## src/hw/smsp_pkg.sv

```systemverilog
// Purpose: constants, types and helpers of the serial port block
// Assumes: 25 MHz hclk, AHB-Lite register access, 8-bit frames
// Notes:   register index times four gives the AHB byte address
`default_nettype none

package smsp_pkg;

  localparam int          BUS_W     = 32;
  localparam int          DEC_W     = 10;
  // register indices; byte address is index times four
  localparam logic [7:0]  IDX_CTRL  = 8'h2c;
  localparam logic [7:0]  IDX_STAT  = 8'h2d;
  localparam logic [7:0]  IDX_DATA  = 8'h2e;
  localparam logic [DEC_W-1:0] ADDR_CTRL = {IDX_CTRL, 2'b00};
  localparam logic [DEC_W-1:0] ADDR_STAT = {IDX_STAT, 2'b00};
  localparam logic [DEC_W-1:0] ADDR_DATA = {IDX_DATA, 2'b00};

  // control register fields
  localparam int          C_IRQ_EN  = 7;
  localparam int          C_PORT_EN = 6;
  localparam int          C_LSB     = 5;
  localparam int          C_MASTER_SELECT    = 4;
  localparam int          C_CLOCK_POLARITY    = 3;
  localparam int          C_CLOCK_PHASE    = 2;
  localparam int          C_RATE_HI = 1;
  localparam int          C_RATE_LO = 0;
  localparam logic [7:0]  CTRL_RST  = 8'h00;

  // status register fields
  localparam int          S_TC      = 7;
  localparam int          S_WRITE_COLLISION_FLAG    = 6;
  localparam int          S_DBL     = 0;

  localparam logic [3:0]  EDGE_LAST = 4'hf;
  localparam logic [3:0]  EDGE_ZERO = 4'h0;
  localparam logic [7:0]  BYTE_ZERO = 8'h00;

  // half serial-clock periods in hclk cycles
  localparam logic [6:0]  HALF_2    = 7'h01;
  localparam logic [6:0]  HALF_4    = 7'h02;
  localparam logic [6:0]  HALF_8    = 7'h04;
  localparam logic [6:0]  HALF_16   = 7'h08;
  localparam logic [6:0]  HALF_32   = 7'h10;
  localparam logic [6:0]  HALF_64   = 7'h20;
  localparam logic [6:0]  HALF_128  = 7'h40;

  typedef enum logic [1:0] {
    ST_IDLE = 2'b01,
    ST_RUN  = 2'b10
  } smsp_state_t;

  function automatic logic [6:0] half_cycles(input logic       dbl,
                                             input logic [1:0] rate);
    logic [6:0] h;
    h = HALF_4;
    case ({dbl, rate})
      3'b000:  h = HALF_4;
      3'b001:  h = HALF_16;
      3'b010:  h = HALF_64;
      3'b011:  h = HALF_128;
      3'b100:  h = HALF_2;
      3'b101:  h = HALF_8;
      3'b110:  h = HALF_32;
      3'b111:  h = HALF_64;
      default: h = HALF_4;
    endcase
    return h;
  endfunction

  function automatic logic [7:0] bit_rev8(input logic [7:0] d);
    logic [7:0] r;
    r = BYTE_ZERO;
    for (int i = 0; i < 8; i++) begin
      r[i] = d[7-i];
    end
    return r;
  endfunction

endpackage

`default_nettype wire

```

## src/hw/smsp_sync3.sv

```systemverilog
// Purpose: three-stage input synchroniser with agreement filter
// Assumes: input is asynchronous to hclk
// Notes:   output follows once stages two and three agree
`default_nettype none

module smsp_sync3 #(
  parameter logic INIT = 1'b0
) (
  input  wire logic hclk,
  input  wire logic hresetn,
  input  wire logic clk_en,
  input  wire logic d,
  output var  logic q
);

  logic s1_r;
  logic s2_r;
  logic s3_r;

  always_ff @(posedge hclk or negedge hresetn) begin
    if (!hresetn) begin
      s1_r <= INIT;
      s2_r <= INIT;
      s3_r <= INIT;
      q    <= INIT;
    end else if (clk_en) begin
      s1_r <= d;
      s2_r <= s1_r;
      s3_r <= s2_r;
      if (s2_r == s3_r) begin
        q <= s3_r;
      end
    end
  end

endmodule // smsp_sync3

`default_nettype wire

```

## src/hw/smsp_rate_div.sv

```systemverilog
// Purpose: master serial clock half-period tick generator
// Assumes: run is high only while a master frame is in flight
// Notes:   counter held clear while idle so every frame starts aligned
`default_nettype none

module smsp_rate_div (
  input  wire logic       hclk,
  input  wire logic       hresetn,
  input  wire logic       clk_en,
  input  wire logic       run,
  input  wire logic       dbl,
  input  wire logic [1:0] rate,
  output logic            tick
);
  import smsp_pkg::*;

  logic [6:0] cnt_r;
  logic [6:0] half;

  assign half = half_cycles(dbl, rate);
  assign tick = run && (cnt_r == half - 7'h01);

  always_ff @(posedge hclk or negedge hresetn) begin
    if (!hresetn) begin
      cnt_r <= 7'h00;
    end else if (clk_en) begin
      if (!run || tick) begin
        cnt_r <= 7'h00;
      end else begin
        cnt_r <= cnt_r + 7'h01;
      end
    end
  end

endmodule // smsp_rate_div

`default_nettype wire

```

## src/hw/smsp_top.sv

```systemverilog
// Purpose: byte serial port, master or slave, behind an AHB-Lite slave
// Assumes: pin directions come from the port block as dir_* levels
// Notes:   zero-wait bus; pin inputs pass three-stage synchronisers
//
// The AHB-Lite interface to the registers is this design's own decision.
`default_nettype none

module smsp_top (
  input  wire logic                       hclk,
  input  wire logic                       hresetn,
  input  wire logic                       clk_en,
  // ahb-lite slave
  input  wire logic                       hsel,
  input  wire logic [smsp_pkg::BUS_W-1:0] haddr,
  input  wire logic [1:0]                 htrans,
  input  wire logic                       hwrite,
  input  wire logic [2:0]                 hsize,
  input  wire logic [smsp_pkg::BUS_W-1:0] hwdata,
  input  wire logic                       hready,
  output logic                            hreadyout,
  output logic                            hresp,
  output logic [smsp_pkg::BUS_W-1:0]      hrdata,
  // cpu side
  input  wire logic                       glob_irq_enable,
  input  wire logic                       irq_vector_ack,
  output logic                            port_irq,
  // pin directions set by software elsewhere
  input  wire logic                       dir_mosi_out,
  input  wire logic                       dir_miso_out,
  input  wire logic                       dir_sck_out,
  input  wire logic                       dir_ss_out,
  // pins
  input  wire logic                       sck_i,
  output logic                            sck_o,
  output logic                            sck_oe,
  input  wire logic                       mosi_i,
  output logic                            mosi_o,
  output logic                            mosi_oe,
  input  wire logic                       miso_i,
  output logic                            miso_o,
  output logic                            miso_oe,
  input  wire logic                       ss_n_i
);
  import smsp_pkg::*;

  // ------------------------------------------------------------
  // state
  // ------------------------------------------------------------
  logic [7:0]       ctrl_r;
  logic             dbl_r;
  logic             transfer_complete_flag_r;
  logic             write_collision_flag_r;
  logic             arm_transfer_complete_flag_r;
  logic             arm_write_collision_flag_r;
  logic [7:0]       rx_buf_r;
  logic [7:0]       sr_r;
  logic [7:0]       tx_r;
  logic             lat_r;
  logic [3:0]       cnt_r;
  smsp_state_t      state_r;
  logic             sck_r;
  logic             sck_prev_r;
  logic [BUS_W-1:0] hrdata_r;
  logic             dph_wr_r;
  logic [DEC_W-1:0] dph_addr_r;
  logic             sck_q, mosi_q, miso_q, ss_n_q, tick;

  // ------------------------------------------------------------
  // pin synchronisers
  // ------------------------------------------------------------
  smsp_sync3 #(.INIT(1'b0)) u_sync_sck (
    .hclk    (hclk),
    .hresetn (hresetn),
    .clk_en  (clk_en),
    .d       (sck_i),
    .q       (sck_q)
  );
  smsp_sync3 #(.INIT(1'b0)) u_sync_mosi (
    .hclk    (hclk),
    .hresetn (hresetn),
    .clk_en  (clk_en),
    .d       (mosi_i),
    .q       (mosi_q)
  );
  smsp_sync3 #(.INIT(1'b0)) u_sync_miso (
    .hclk    (hclk),
    .hresetn (hresetn),
    .clk_en  (clk_en),
    .d       (miso_i),
    .q       (miso_q)
  );
  smsp_sync3 #(.INIT(1'b1)) u_sync_ss (
    .hclk    (hclk),
    .hresetn (hresetn),
    .clk_en  (clk_en),
    .d       (ss_n_i),
    .q       (ss_n_q)
  );

  // ------------------------------------------------------------
  // bus decode
  // ------------------------------------------------------------
  logic a_go, a_rd, rd_stat, rd_data;
  logic wr_ctrl, wr_stat, wr_data, data_acc;
  assign hreadyout = clk_en;
  assign hresp     = 1'b0;
  assign hrdata    = hrdata_r;

  assign a_go    = hsel && htrans[1] && hready && clk_en;
  assign a_rd    = a_go && !hwrite;
  assign rd_stat = a_rd && (haddr[DEC_W-1:0] == ADDR_STAT);
  assign rd_data = a_rd && (haddr[DEC_W-1:0] == ADDR_DATA);
  assign wr_ctrl = dph_wr_r && (dph_addr_r == ADDR_CTRL);
  assign wr_stat = dph_wr_r && (dph_addr_r == ADDR_STAT);
  assign wr_data = dph_wr_r && (dph_addr_r == ADDR_DATA);
  assign data_acc = rd_data || wr_data;

  // ------------------------------------------------------------
  // port control
  // ------------------------------------------------------------
  logic       en, mst, clock_polarity, clock_phase, lsb, run, demote, s_act;
  logic       m_ev, s_ev, ev, lead, sample, din, last, busy;
  logic       load, start, shift_now, s_abort;
  logic [7:0] final_byte;
  assign en   = ctrl_r[C_PORT_EN];
  assign mst  = ctrl_r[C_MASTER_SELECT];
  assign clock_polarity = ctrl_r[C_CLOCK_POLARITY];
  assign clock_phase = ctrl_r[C_CLOCK_PHASE];
  assign lsb  = ctrl_r[C_LSB];
  assign run  = (state_r == ST_RUN);

  // in master role, select only counts as an input when not configured as output; slave role takes it whatever dir_ss_out says
  assign demote = en && mst && !dir_ss_out && !ss_n_q;
  assign s_act  = en && !mst && !ss_n_q;
  assign m_ev   = run && tick;
  assign s_ev   = s_act && (sck_q != sck_prev_r);
  assign ev     = m_ev || s_ev;
  // leading edge leaves the idle level
  assign lead   = mst ? (cnt_r[0] == 1'b0) : (sck_q != clock_polarity);
  assign sample = lead ^ clock_phase;
  assign din    = mst ? miso_q : mosi_q;
  assign last   = ev && (cnt_r == EDGE_LAST);
  assign busy   = run || (s_act && ((cnt_r != EDGE_ZERO) || s_ev));
  assign load   = wr_data && !busy;
  assign start  = load && en && mst && !demote;
  // phase 1 has no setup on the very first leading edge
  assign shift_now = ev && !sample &&
                     !(clock_phase && (cnt_r == EDGE_ZERO));
  assign s_abort = en && !mst && ss_n_q &&
                   (cnt_r != EDGE_ZERO);
  assign final_byte = clock_phase ? {sr_r[6:0], din} : {sr_r[6:0], lat_r};

  smsp_rate_div u_rate_div (
    .hclk    (hclk),
    .hresetn (hresetn),
    .clk_en  (clk_en),
    .run     (run),
    .dbl     (dbl_r),
    .rate    ({ctrl_r[C_RATE_HI], ctrl_r[C_RATE_LO]}),
    .tick    (tick)
  );

  // ------------------------------------------------------------
  // bus phase registers and read data
  // ------------------------------------------------------------
  always_ff @(posedge hclk or negedge hresetn) begin
    if (!hresetn) begin
      dph_wr_r   <= 1'b0;
      dph_addr_r <= '0;
      hrdata_r   <= '0;
    end else if (clk_en) begin
      dph_wr_r <= a_go && hwrite;
      if (a_go) begin
        dph_addr_r <= haddr[DEC_W-1:0];
      end
      if (a_rd) begin
        case (haddr[DEC_W-1:0])
          ADDR_CTRL: hrdata_r <= {24'h000000, ctrl_r};
          ADDR_STAT: hrdata_r <= {24'h000000, transfer_complete_flag_r, write_collision_flag_r,
                                  5'h00, dbl_r};
          ADDR_DATA: hrdata_r <= {24'h000000, rx_buf_r};
          default:   hrdata_r <= '0;
        endcase
      end
    end
  end

  // ------------------------------------------------------------
  // control and status registers
  // ------------------------------------------------------------
  always_ff @(posedge hclk or negedge hresetn) begin
    if (!hresetn) begin
      ctrl_r <= CTRL_RST;
    end else if (clk_en) begin
      if (wr_ctrl) begin
        ctrl_r <= hwdata[7:0];
      end
      // demotion wins over a same-cycle write, avoiding contention
      if (demote) begin
        ctrl_r[C_MASTER_SELECT] <= 1'b0;
      end
    end
  end

  always_ff @(posedge hclk or negedge hresetn) begin
    if (!hresetn) begin
      dbl_r <= 1'b0;
    end else if (clk_en && wr_stat) begin
      dbl_r <= hwdata[S_DBL];
    end
  end

  // ------------------------------------------------------------
  // flags: hardware set beats software clear
  // ------------------------------------------------------------
  logic transfer_complete_flag_clr, write_collision_flag_clr;

  assign transfer_complete_flag_clr = irq_vector_ack ||
                    (data_acc && (arm_transfer_complete_flag_r || arm_write_collision_flag_r));
  assign write_collision_flag_clr = data_acc && arm_write_collision_flag_r;

  always_ff @(posedge hclk or negedge hresetn) begin
    if (!hresetn) begin
      transfer_complete_flag_r     <= 1'b0;
      write_collision_flag_r     <= 1'b0;
      arm_transfer_complete_flag_r <= 1'b0;
      arm_write_collision_flag_r <= 1'b0;
    end else if (clk_en) begin
      transfer_complete_flag_r <= last || demote || (transfer_complete_flag_r && !transfer_complete_flag_clr);
      write_collision_flag_r <= (wr_data && busy) || (write_collision_flag_r && !write_collision_flag_clr);
      if (rd_stat) begin
        arm_transfer_complete_flag_r <= transfer_complete_flag_r;
        arm_write_collision_flag_r <= write_collision_flag_r;
      end else if (data_acc) begin
        arm_transfer_complete_flag_r <= 1'b0;
        arm_write_collision_flag_r <= 1'b0;
      end
    end
  end

  // interrupt level; rechecking the master bit is software's job
  assign port_irq = transfer_complete_flag_r && ctrl_r[C_IRQ_EN] &&
                    glob_irq_enable;

  // ------------------------------------------------------------
  // master sequencer and serial clock
  // ------------------------------------------------------------
  always_ff @(posedge hclk or negedge hresetn) begin
    if (!hresetn) begin
      state_r <= ST_IDLE;
    end else if (clk_en) begin
      case (state_r)
        ST_IDLE: begin
          if (start) begin
            state_r <= ST_RUN;
          end
        end
        ST_RUN: begin
          if (!en || demote || !mst || last) begin
            state_r <= ST_IDLE;
          end
        end
        default: state_r <= ST_IDLE;
      endcase
    end
  end

  always_ff @(posedge hclk or negedge hresetn) begin
    if (!hresetn) begin
      sck_r <= 1'b0;
    end else if (clk_en) begin
      if (!run) begin
        sck_r <= clock_polarity;
      end else if (tick) begin
        sck_r <= !sck_r;
      end
    end
  end

  always_ff @(posedge hclk or negedge hresetn) begin
    if (!hresetn) begin
      sck_prev_r <= 1'b0;
    end else if (clk_en) begin
      sck_prev_r <= s_act ? sck_q : clock_polarity;
    end
  end

  // ------------------------------------------------------------
  // shifter, edge count and receive buffer
  // ------------------------------------------------------------
  always_ff @(posedge hclk or negedge hresetn) begin
    if (!hresetn) begin
      cnt_r <= EDGE_ZERO;
      lat_r <= 1'b0;
    end else if (clk_en) begin
      if (!en || demote || s_abort || last || start) begin
        cnt_r <= EDGE_ZERO;
      end else if (ev) begin
        cnt_r <= cnt_r + 4'h1;
      end
      if (ev && sample) begin
        lat_r <= din;
      end
    end
  end

  // byte kept reversed for lsb-first so the wire bit is always bit 7
  always_ff @(posedge hclk or negedge hresetn) begin
    if (!hresetn) begin
      sr_r     <= BYTE_ZERO;
      tx_r     <= BYTE_ZERO;
      rx_buf_r <= BYTE_ZERO;
    end else if (clk_en) begin
      if (load) begin
        sr_r <= lsb ? bit_rev8(hwdata[7:0]) : hwdata[7:0];
        tx_r <= lsb ? bit_rev8(hwdata[7:0]) : hwdata[7:0];
      end else if (s_abort) begin
        sr_r <= tx_r;
      end else if (last) begin
        sr_r     <= final_byte;
        rx_buf_r <= lsb ? bit_rev8(final_byte) : final_byte;
      end else if (shift_now) begin
        sr_r <= {sr_r[6:0], lat_r};
      end
    end
  end

  // ------------------------------------------------------------
  // pin drivers
  // ------------------------------------------------------------
  assign sck_o   = sck_r;
  assign mosi_o  = sr_r[7];
  assign miso_o  = sr_r[7];
  assign sck_oe  = en && mst && dir_sck_out;
  assign mosi_oe = en && mst && dir_mosi_out;
  assign miso_oe = s_act && dir_miso_out;

endmodule // smsp_top

`default_nettype wire

```

## config.mk

```make
export PLATFORM = sky130hd
export DESIGN_NAME = smsp_top
export DESIGN_NICKNAME = d
export VERILOG_FILES = /design/src/hw/smsp_pkg.sv /design/src/hw/smsp_sync3.sv /design/src/hw/smsp_rate_div.sv /design/src/hw/smsp_top.sv
export SDC_FILE = /design/constraint.sdc
export NUM_CORES = 1
export LEC_CHECK = 0
export BUFFER_PORTS_ARGS = -buffer_cell sky130_fd_sc_hd__buf_2
export CAP_MARGIN = 10
export CORE_MARGIN = 5
export CORE_UTILIZATION = 48
export CTS_CLUSTER_SIZE = 12
export DETAILED_ROUTE_END_ITERATION = 8
export PLACE_DENSITY_LB_ADDON = 0.15
export SLEW_MARGIN = 0
export SYNTH_ARGS = -nofsm -noshare
export SYNTH_HDL_FRONTEND = slang
export SYNTH_SLANG_ARGS = --single-unit
```

## constraint.sdc

```tcl
create_clock -name hclk -period 3.2 [get_ports hclk]
set_input_delay 0.64 -clock hclk [delete_from_list [all_inputs] [get_ports hclk]]
set_output_delay 0.64 -clock hclk [all_outputs]
set_load 0.01 [all_outputs]
```

==> results of run 1 <==
## cells in the mapped netlist, drive strengths merged, types with 3 or more instances
library cell	count	area share, %
dfrtp	83	43
mux2	49	12
nand2	49	3.8
o21ai	46	4.7
buf	35	5.1
nor2	26	2.1
mux2i	24	5.0
a21oi	18	1.9
clkbuf	16	1.2
inv	15	1.2
nand3	11	1.1
nand4	8	1.0
and2	6	0.77
xnor2	6	1.1
and3	5	0.65
dfstp	5	2.7
nand2b	5	0.65
xor2	5	0.90
a22o	4	0.72
a31oi	4	0.52
ha	4	1.0
o211ai	4	0.62
nor2b	3	0.39
nor4b	3	0.80
o21a	3	0.46
o31ai	3	0.46
## registers in the layout, summed over array words and instances, names as in the netlist, 2 cells and up
register	flops
hrdata	8
cnt_r	4
rx_buf_r	8
ctrl_r	8
tx_r	8
state_r	2
sr_r	8
u_rate_div.cnt_r	7
dph_addr_r	10
## report_power, final
| part | total [mW] | switching (mW) | internal, mW | leakage [nW] |
|---|---|---|---|---|
| sequential | 1.38 | 0.126 | 1.25 | 1.15 |
| combinational | 0.681 | 0.379 | 0.302 | 1.25 |
| clock | 0.956 | 0.396 | 0.560 | 0.126 |
## what timing repair did
| action | in CTS | in global routing |
|---|---|---|
| hold buffers | 0 | 0 |
| resized for setup | 1 | 5 |
| setup endpoints to repair | 6 | 8 |
| pin swaps | 1 | 2 |
| endpoints found under the hold margin | 0 | 0 |
| setup buffers | 1 | 1 |
## final cells by class
type | count | area, um^2
inverters | 15 | 56.3
clock buffers | 11 | 151
well taps | 133 | 166
clock inverters | 5 | 103
flip-flops and latches | 88 | 2210
repair buffers | 68 | 408
fillers | 880 | 4330
multi-input cells | 346 | 2400
## cells by family after synthesis
group | Yosys count | share of synthesized area (%)
AO/OA/AOI/OAI | 100 | 12.9
XOR/XNOR | 11 | 1.99
adder cells (fa/ha/maj) | 4 | 1.03
buffers and inverters | 66 | 7.49
flip-flops | 88 | 45.6
multiplexers | 73 | 17.0
other | 1 | 0.0774
AND/OR/NAND/NOR | 133 | 14.0
## metrics by stage
stage / power (mW) / util [%] / cells / worst slack [ps] / TNS, ps
after floorplan: 1.89 / - / 500 / 29.3 / 0
after CTS: 3.04 / 55.3 / 664 / 29.1 / 0
after global routing: 3.18 / 55.9 / 666 / -19.7 / -106
after detailed placement: 2.07 / 52.6 / 647 / 19.3 / 0
after global placement: 2.04 / 52.6 / 647 / 78.9 / 0
final: 3.01 / 55.9 / 666 / 142 / 0
## per-layer routing
| metal | up-vias | share of wire, % | wire (um) |
|---|---|---|---|
| li1 | 1742 | - | - |
| met4 | 0 | 2.3 | 240 |
| met2 | 72 | 47 | 5050 |
| met5 | - | 0 | 0 |
| met1 | 1734 | 47 | 5020 |
| met3 | 20 | 3.3 | 349 |
## final timing paths
| path | start | to | cells after the start |
|---|---|---|---|
| min in group hclk | hrdata[2] | hrdata[2] | 2 |
| worst max-delay path | ctrl_r[1] | rx_buf_r[0] | 10 |
| worst min-delay path | hresetn | dph_addr_r[0] | 1 |
| max in group asynchronous | hresetn | tx_r[7] | 2 |
| worst max register to register | ctrl_r[1] | rx_buf_r[0] | 10 |
| worst min register to register | hrdata[2] | hrdata[2] | 2 |
## worst max-delay path: cells and delay by family (launching register included)
family	cells	cell delay (ps)
adders and majority gates	1	210
buffers and inverters	1	210
AOI/OAI and AO/OA	2	490
DFF	1	400
and+or+nand+nor	3	990
muxes	1	310
xor gates and xnor gates	2	340
==> impl_metrics.json, run 1 <==
{
  "final_cell_mix": "dfrtp_1 (83), nand2_1 (49), buf_2 (49)",
  "grt_start_max_net_pins": 86,
  "drt_pass1_iterations": 4,
  "wl_per_cell_um": 16.0,
  "drt_iter0_drc": 177,
  "seq_area_frac_synth_pct": 45.6,
  "initial_core_util_pct": 49.4,
  "finalInstanceArea_mm2": 0.00549,
  "drc": 0,
  "areaGrowthSynthToFinish_pct": 13.2,
  "synthArstFlopShare_pct": 100,
  "ys_warn_count": 0,
  "irDropWorstVdd_v": 0.000368,
  "dp_hpwl_um": 7660,
  "viasPerCell": 5.36,
  "fmax_ghz": 0.327,
  "gp_congestion": 0.804,
  "vias": 3568,
  "report.final.slew_viol_count": 0,
  "maxCapViolCount": 0,
  "root_buffer": "clkbuf_8",
  "ys_ff_latch": 88,
  "wl_um": 10700,
  "hold_viol": 0,
  "worstSetupStartpointType": "flop",
  "path_class": "flop to flop",
  "slowest_stage": "or4_1",
  "ant_nets": 0,
  "worstMarginPinSlew_ps": 742,
  "syn_inst": 476,
  "cp_cell_sequence": "or3_1, ha_4, xnor2_2, xnor2_1, o2111ai_2, a2111oi_4, nor2_2, or4_1, buf_4, mux2_4",
  "pin_count": 126,
  "dieArea_mm2": 0.0122,
  "slew_headroom_pct": 50.2,
  "min_path_type": "input pin to async pin",
  "fin_crit_ps": 3060,
  "cts_buffers": 9,
  "placed_area_mm2": 0.00516,
  "grtUsageTotal_pct": 17.6,
  "clock_latency_ps": 360,
  "antenna_found_initial": 0,
  "crit_path_max_fanout": 8,
  "ys_types": 62,
  "finalClockSkew_ps": 12.2,
  "finalSetupViolations": 0,
  "cts_tree": "built",
  "synth_edf_count": 0,
  "synthesis.area_mm2": 0.00485,
  "clkSlewWorstSetupHoldPaths_ps": 90,
  "ys.flop_type": "dfrtp_1",
  "cts_max_level": 3,
  "syn_area_per_cell_um2": 10.2,
  "crit_path_end_kind": "flop",
  "port_buffers": 50,
  "coreArea_mm2": 0.00982,
  "finalCritPeriodShare_pct": 95.6,
  "use_met2_pct": 27.7,
  "grt_util_met3_pct": 2.63,
  "diodes": 0,
  "final_common_cell": "dfrtp_1",
  "power_density_mw_per_mm2": 549,
  "r2r_slack_ps": 140,
  "chipWidth_um": 110,
  "holdWs_ps": 222,
  "arrival_ps": 3310,
  "use_met1_pct": 24.6,
  "clk_path_buf_depth": 2,
  "grt_first_pass_wirelength_um": 17700,
  "final_layout_size_suffix_gt1_share_pct": 28.3,
  "die_h_um": 110,
  "grt_pass1_vias": 3494,
  "final_nets": 617,
  "top_usage_layer": "met2",
  "worstPathRequired_ps": 3460,
  "grt-ovfl-total": 0,
  "cellLeakagePower_nw": 2.52,
  "outcome": "complete, no violations",
  "rows": 36,
  "clock_sinks": 88,
  "max_stage_delay_ps": 480
}
Note: power is estimated with default switching activity, not from simulation.
==> run 2: changes to the inputs <==
--- a/config.mk
+++ b/config.mk
@@ -12,6 +12,7 @@
 export CTS_CLUSTER_SIZE = 12
 export DETAILED_ROUTE_END_ITERATION = 8
 export PLACE_DENSITY_LB_ADDON = 0.15
+export RECOVER_POWER = 100
 export SLEW_MARGIN = 0
 export SYNTH_ARGS = -nofsm -noshare
 export SYNTH_HDL_FRONTEND = slang
==> run 2 against run 1 <==
Effect of this change: the run now ends with max-capacitance violations, max-slew violations left; worst setup slack lost 5.5 ps; global-route usage is the same; largest power group unchanged; sequential share of layout area grew 0.35 points; clock-buffer cell count is the same; combinational power shrank 0.6%.
==> impl_metrics.json, run 2 (synthesized netlist as in run 1, its figures left out) <==
{
  "outcome": "finished, violations left",
  "violations": "max-capacitance violations, max-slew violations",
  "swShare_pct": 29.9,
  "largest_reg_flops": 10,
  "grtUsageTotal_pct": 17.6,
  "report.final.slew_viol_count": 32,
  "path_class": "flop to flop",
  "clock_latency_ps": 360,
  "r2r-start": "ctrl_r[0]",
  "min_path_type": "flop to flop",
  "irDropWorstVdd_v": 0.000369,
  "hold_viol": 0,
  "pin_count": 126,
  "worstPathRequired_ps": 3460,
  "fin_crit_ps": 3060,
  "crit_end": "rx_buf_r[0]",
  "final_nets": 617,
  "root_buffer": "clkbuf_8",
  "cp_cell_sequence": "or3_1, ha_4, xnor2_2, xnor2_1, o2111ai_2, a2111oi_4, nor2_2, or4_1, buf_4, mux2_4",
  "grt-ovfl-total": 0,
  "drt_pass1_iterations": 4,
  "finalCritPeriodShare_pct": 95.7,
  "clkSlewWorstSetupHoldPaths_ps": 90,
  "gp_congestion": 0.804,
  "finalInstanceArea_mm2": 0.00544,
  "top_layer": "met4",
  "finalClockSkew_ps": 12.7,
  "final_layout_size_suffix_gt1_share_pct": 24.2,
  "cts_tree": "built",
  "rows": 36,
  "coreArea_mm2": 0.00982,
  "max_stage_delay_ps": 490,
  "cts_max_level": 3,
  "cts_buffers": 9,
  "wl_um": 10700,
  "dp_hpwl_um": 7660,
  "ant_nets": 0,
  "final_cell_mix": "dfrtp_1 (83), nand2_1 (49), mux2_2 (41)",
  "placed_area_mm2": 0.00516,
  "clk_path_buf_depth": 2,
  "maxCapViolCount": 1,
  "initial_core_util_pct": 49.4,
  "diodes": 0,
  "wl_met2_um": 5110,
  "chipWidth_um": 110,
  "slew_headroom_pct": -23.9,
  "fmax_ghz": 0.326,
  "power_density_mw_per_mm2": 553,
  "final_common_cell": "dfrtp_1",
  "top_register": "dph_addr_r",
  "drc": 0,
  "fin_util_pct": 55.4,
  "crit_path_end_kind": "flop",
  "cellLeakagePower_nw": 2.44,
  "r2r_slack_ps": 140,
  "internal-power_mw": 2.11,
  "crit_start": "ctrl_r[0]",
  "finalSetupViolations": 0,
  "clock_sinks": 88,
  "arrival_ps": 3320,
  "grt_first_pass_wirelength_um": 17700,
  "worst-path-stages": 10,
  "met3_length_um": 386,
  "worstSetupStartpointType": "flop",
  "drt_iter0_drc": 163,
  "crit_family": "simple AND/OR/NAND/NOR gates",
  "grt_start_max_net_pins": 86,
  "grt_pass1_vias": 3494,
  "seqPwrFrac_pct": 45.7,
  "p_sw_mw": 0.902,
  "die_h_um": 110,
  "areaGrowthSynthToFinish_pct": 12.3,
  "slowest_stage": "or4_1",
  "worstMarginPinSlew_ps": 1860,
  "antenna_found_initial": 0,
  "vias": 3557,
  "p_comb_share_pct": 22.5,
  "path_buf_inv": 1,
  "port_buffers": 50,
  "fin_setup_tns_ps": 0,
  "power_mw": 3.01,
  "wl_per_cell_um": 16.0,
  "crit_path_max_fanout": 8,
  "wl_met1_um": 4980,
  "worstReg2RegEnd": "rx_buf_r[0]",
  "power_frac_clock_pct": 31.8,
  "viasPerCell": 5.34,
  "rr_worst_depth": 10,
  "dieArea_mm2": 0.0122
}
[run 2: cell count changes in the layout (fill, tap and decap cells not counted), moves of 2 or more]
cell      change
buf_2        -15
clkbuf_1     +21
and2_0        +2
buf_4         -6
and2_1        -2
[run 2: area by class of cell]
cell class,instances,area [um^2]
Sequential cell,88,2210
Multi-Input combinational cell,346,2390
Tap cell,133,166
Timing Repair Buffer,68,367
Clock inverter,5,103
Inverter,15,56.3
Clock buffer,11,151
Fill cell,896,4380
[run 2: power by group through the flow]
stage,Sequential (mW),Combinational (mW),Clock [mW]
finish,1.38,0.677,0.957
global route,1.40,0.747,1.02
CTS,1.38,0.683,0.981
detailed placement,1.40,0.671,0
global placement,1.39,0.651,0
floorplan,1.36,0.529,0
[run 2: layer usage]
layer | vias up | GRT usage, %
li1 | 1738 | -
met1 | 1736 | 24.6
met2 | 67 | 27.7
met3 | 16 | 2.63
met4 | 0 | 6.90
met5 | - | 0
[run 2: worst min path at each step]
| stage | to | start | cells past startpoint | slack [ps] |
|---|---|---|---|---|
| finish | tx_r[3] | tx_r[3] | 2 | 480 |
| global route | u_sync_ss.s1_r | ss_n_i | 2 | 490 |
| CTS | hrdata[2] | hrdata[2] | 2 | 480 |
| detailed placement | hrdata[2] | hrdata[2] | 2 | 460 |
| global placement | tx_r[1] | tx_r[1] | 2 | 460 |
| floorplan | arm_transfer_complete_flag_r | hresetn | 0 | 340 |
[run 2: worst reg2reg max path, delay by kind of cell, from the launching register on]
| family | cells | cell delay, ps |
|---|---|---|
| AO/OA/AOI/OAI | 2 | 490 |
| XOR/XNOR | 2 | 340 |
| adder cells (fa/ha/maj) | 1 | 220 |
| buffers and inverters | 1 | 210 |
| flip-flops | 1 | 380 |
| multiplexers | 1 | 310 |
| AND/OR/NAND/NOR | 3 | 1020 |
[run 2: what timing repair did]
action / 4_1_cts / 5_1_grt
hold buffers: 0 / 0
resized for setup: 1 / 5
setup endpoints to repair: 6 / 8
pin swaps: 1 / 2
setup buffers: 1 / 1
[run 2: per-stage QoR]
stage / std cells / setup slack [ps] / hold slack (ps)
after floorplan: 500 / 29.3 / 344
after global placement: 647 / 78.9 / 458
after detailed placement: 647 / 19.3 / 465
after CTS: 664 / 29.1 / 484
after global routing: 666 / -19.7 / 494
final: 666 / 136 / 482
==> run 3: changes to the inputs <==
--- a/config.mk
+++ b/config.mk
@@ -7,7 +7,7 @@
 export LEC_CHECK = 0
 export BUFFER_PORTS_ARGS = -buffer_cell sky130_fd_sc_hd__buf_2
 export CAP_MARGIN = 10
-export CORE_MARGIN = 5
+export CORE_ASPECT_RATIO = 1.25
 export CORE_UTILIZATION = 48
 export CTS_CLUSTER_SIZE = 12
 export DETAILED_ROUTE_END_ITERATION = 8
==> constraint.sdc (replaced) <==
create_clock -name hclk -period 2.5 [get_ports hclk]
set_input_delay 0.5 -clock hclk [delete_from_list [all_inputs] [get_ports hclk]]
set_output_delay 0.5 -clock hclk [all_outputs]
set_load 0.01 [all_outputs]
==> run 3 against run 2 <==
Effect of this change: the flow finishes with violations (negative setup slack); first-iteration DRC count up 8.6%; core utilization up 4.7 points; critical path depth down 1; routed wire length up 3.0%; global-route usage up 4.5 points; fmax up 1.4%; register-to-register slack worse by 660 ps; critical path type unchanged.
==> impl_metrics.json, run 3 (synthesized netlist as in run 1, its figures left out) <==
{
  "seqPwrFrac_pct": 40.0,
  "rsz0062_at_grt": "true",
  "grtUsageTotal_pct": 22.1,
  "cts_buffers": 9,
  "p_comb_share_pct": 27.6,
  "gp_congestion": 0.818,
  "largest_reg_flops": 10,
  "chipWidth_um": 91.9,
  "clkSlewWorstSetupHoldPaths_ps": 60,
  "vias": 3641,
  "slew_headroom_pct": 23.1,
  "hold_buffers": 0,
  "grt_first_pass_wirelength_um": 17900,
  "fin_crit_ps": 3020,
  "dp.cells": 662,
  "clock_latency_ps": 340,
  "final_layout_size_suffix_gt1_share_pct": 31.2,
  "diodes": 0,
  "grt_start_max_net_pins": 48,
  "viasPerCell": 5.35,
  "antenna_found_initial": 0,
  "finalClockSkew_ps": 7.82,
  "worstReg2RegEnd": "rx_buf_r[6]",
  "path_class": "flop to flop",
  "internal-power_mw": 3.10,
  "arrival_ps": 3240,
  "worst_slack_ps": -522,
  "hold_viol": 0,
  "ant_nets": 0,
  "power_frac_clock_pct": 32.4,
  "finalCritPeriodShare_pct": 121,
  "report.final.slew_viol_count": 0,
  "worstPathRequired_ps": 2720,
  "rr_worst_depth": 9,
  "grt-ovfl-total": 0,
  "die_h_um": 114,
  "r2r-start": "ctrl_r[0]",
  "wl_per_cell_um": 16.2,
  "dieArea_mm2": 0.0105,
  "final_cell_mix": "dfrtp_1 (83), mux2_2 (41), nand2_1 (41)",
  "wl_um": 11000,
  "top_register": "dph_addr_r",
  "drt_pass1_iterations": 4,
  "fmax_ghz": 0.331,
  "irDropWorstVdd_v": 0.000437,
  "violations": "negative setup slack",
  "swShare_pct": 29.8,
  "cts_max_level": 3,
  "clk_path_buf_depth": 2,
  "dp_hpwl_um": 7750,
  "pin_count": 126,
  "layoutNonFillerInstCount": 681,
  "final_common_cell": "dfrtp_1",
  "r2r_slack_ps": -520,
  "worstSetupStartpointType": "flop",
  "drc": 0,
  "areaGrowthSynthToFinish_pct": 20.4,
  "finalSetupViolations": 30,
  "cts_tree": "built",
  "worstMarginPinSlew_ps": 1150,
  "outcome": "finished, violations left",
  "root_buffer": "clkbuf_16",
  "min_path_type": "input pin to async pin",
  "initial_core_util_pct": 49.9,
  "rows": 40,
  "final_nets": 639,
  "cellLeakagePower_nw": 2.65,
  "maxCapViolCount": 0,
  "drt_iter0_drc": 177,
  "grt_pass1_vias": 3562,
  "crit_path_end_kind": "flop",
  "crit_path_max_fanout": 8,
  "power_density_mw_per_mm2": 755,
  "port_buffers": 50,
  "coreArea_mm2": 0.00971,
  "power_mw": 4.41,
  "clock_sinks": 88,
  "p_sw_mw": 1.31,
  "fin_setup_tns_ps": -6840
}
## run 3: changes by cell type in the layout (fill, tap and decap cells not counted), moves of 2 or more
cell       previous run  this run
buf_4                12        27
clkbuf_16             0        10
clkbuf_8             11         1
nand2_1              49        41
o21ai_2               0         5
nand2_2               0         4
nand2_4               0         4
o21ai_1               7         3
buf_6                 0         3
clkbuf_1             21        24
clkbuf_2              0         3
a21oi_1              17        15
## run 3: worst max-delay path by stage
stage                    from          end  slack [ps]
floorplan           ctrl_r[1]  rx_buf_r[0]        -530
global placement    ctrl_r[0]  rx_buf_r[6]        -430
detailed placement  ctrl_r[0]  rx_buf_r[6]        -480
CTS                 ctrl_r[0]  rx_buf_r[6]        -380
global route        ctrl_r[0]  rx_buf_r[6]        -570
finish              ctrl_r[0]  rx_buf_r[6]        -520
## run 3: critical path, cell delays in order (launching register included)
cell and delay (ps):
dfrtp_1 390, or3_4 410, ha_4 210, xnor2_2 140, xnor2_1 160, o2111ai_2 190
a2111oi_4 440, nor2_2 80, or4_4 550, mux2_4 340
## run 3: per-stage QoR
stage	hold slack, ps	util (%)	instance area, um^2	setup slack [ps]
6_report	387	60.1	5840	-522
5_1_grt	389	60.1	5840	-569
4_1_cts	198	59.1	5740	-379
3_5_place_dp	468	55.3	5370	-479
3_3_place_gp	457	55.3	5370	-428
2_1_floorplan	204	-	4990	-532
## run 3: final cells by class
| type | count | area, um^2 |
|---|---|---|
| Multi-Input combinational cell | 346 | 2550 |
| Inverter | 15 | 56.3 |
| Clock buffer | 13 | 250 |
| Clock inverter | 3 | 65.1 |
| Fill cell | 862 | 3870 |
| Timing Repair Buffer | 90 | 548 |
| Tap cell | 126 | 158 |
| Sequential cell | 88 | 2210 |
## run 3: timing repair
action,CTS,global route
gates resized for setup,11,31
setup buffers,3,3
pin swaps,9,10
gates cloned,0,1
endpoints found under the setup margin,28,32
## run 3: power by group through the flow
stage	clock [mW]	sequential [mW]	combinational, mW
2_1_floorplan	0	1.74	0.693
3_3_place_gp	0	1.76	0.993
3_5_place_dp	0	1.77	1.02
4_1_cts	1.46	1.75	1.05
5_1_grt	1.51	1.79	1.34
6_report	1.43	1.76	1.22
## run 3: routing by layer
layer | track usage (%) | wire length [um] | vias up
met1 | 29.3 | 5040 | 1764
met5 | 0 | 0 | -
met3 | 3.98 | 369 | 15
met2 | 35.8 | 5340 | 71
met4 | 8.96 | 257 | 0
li1 | - | - | 1791
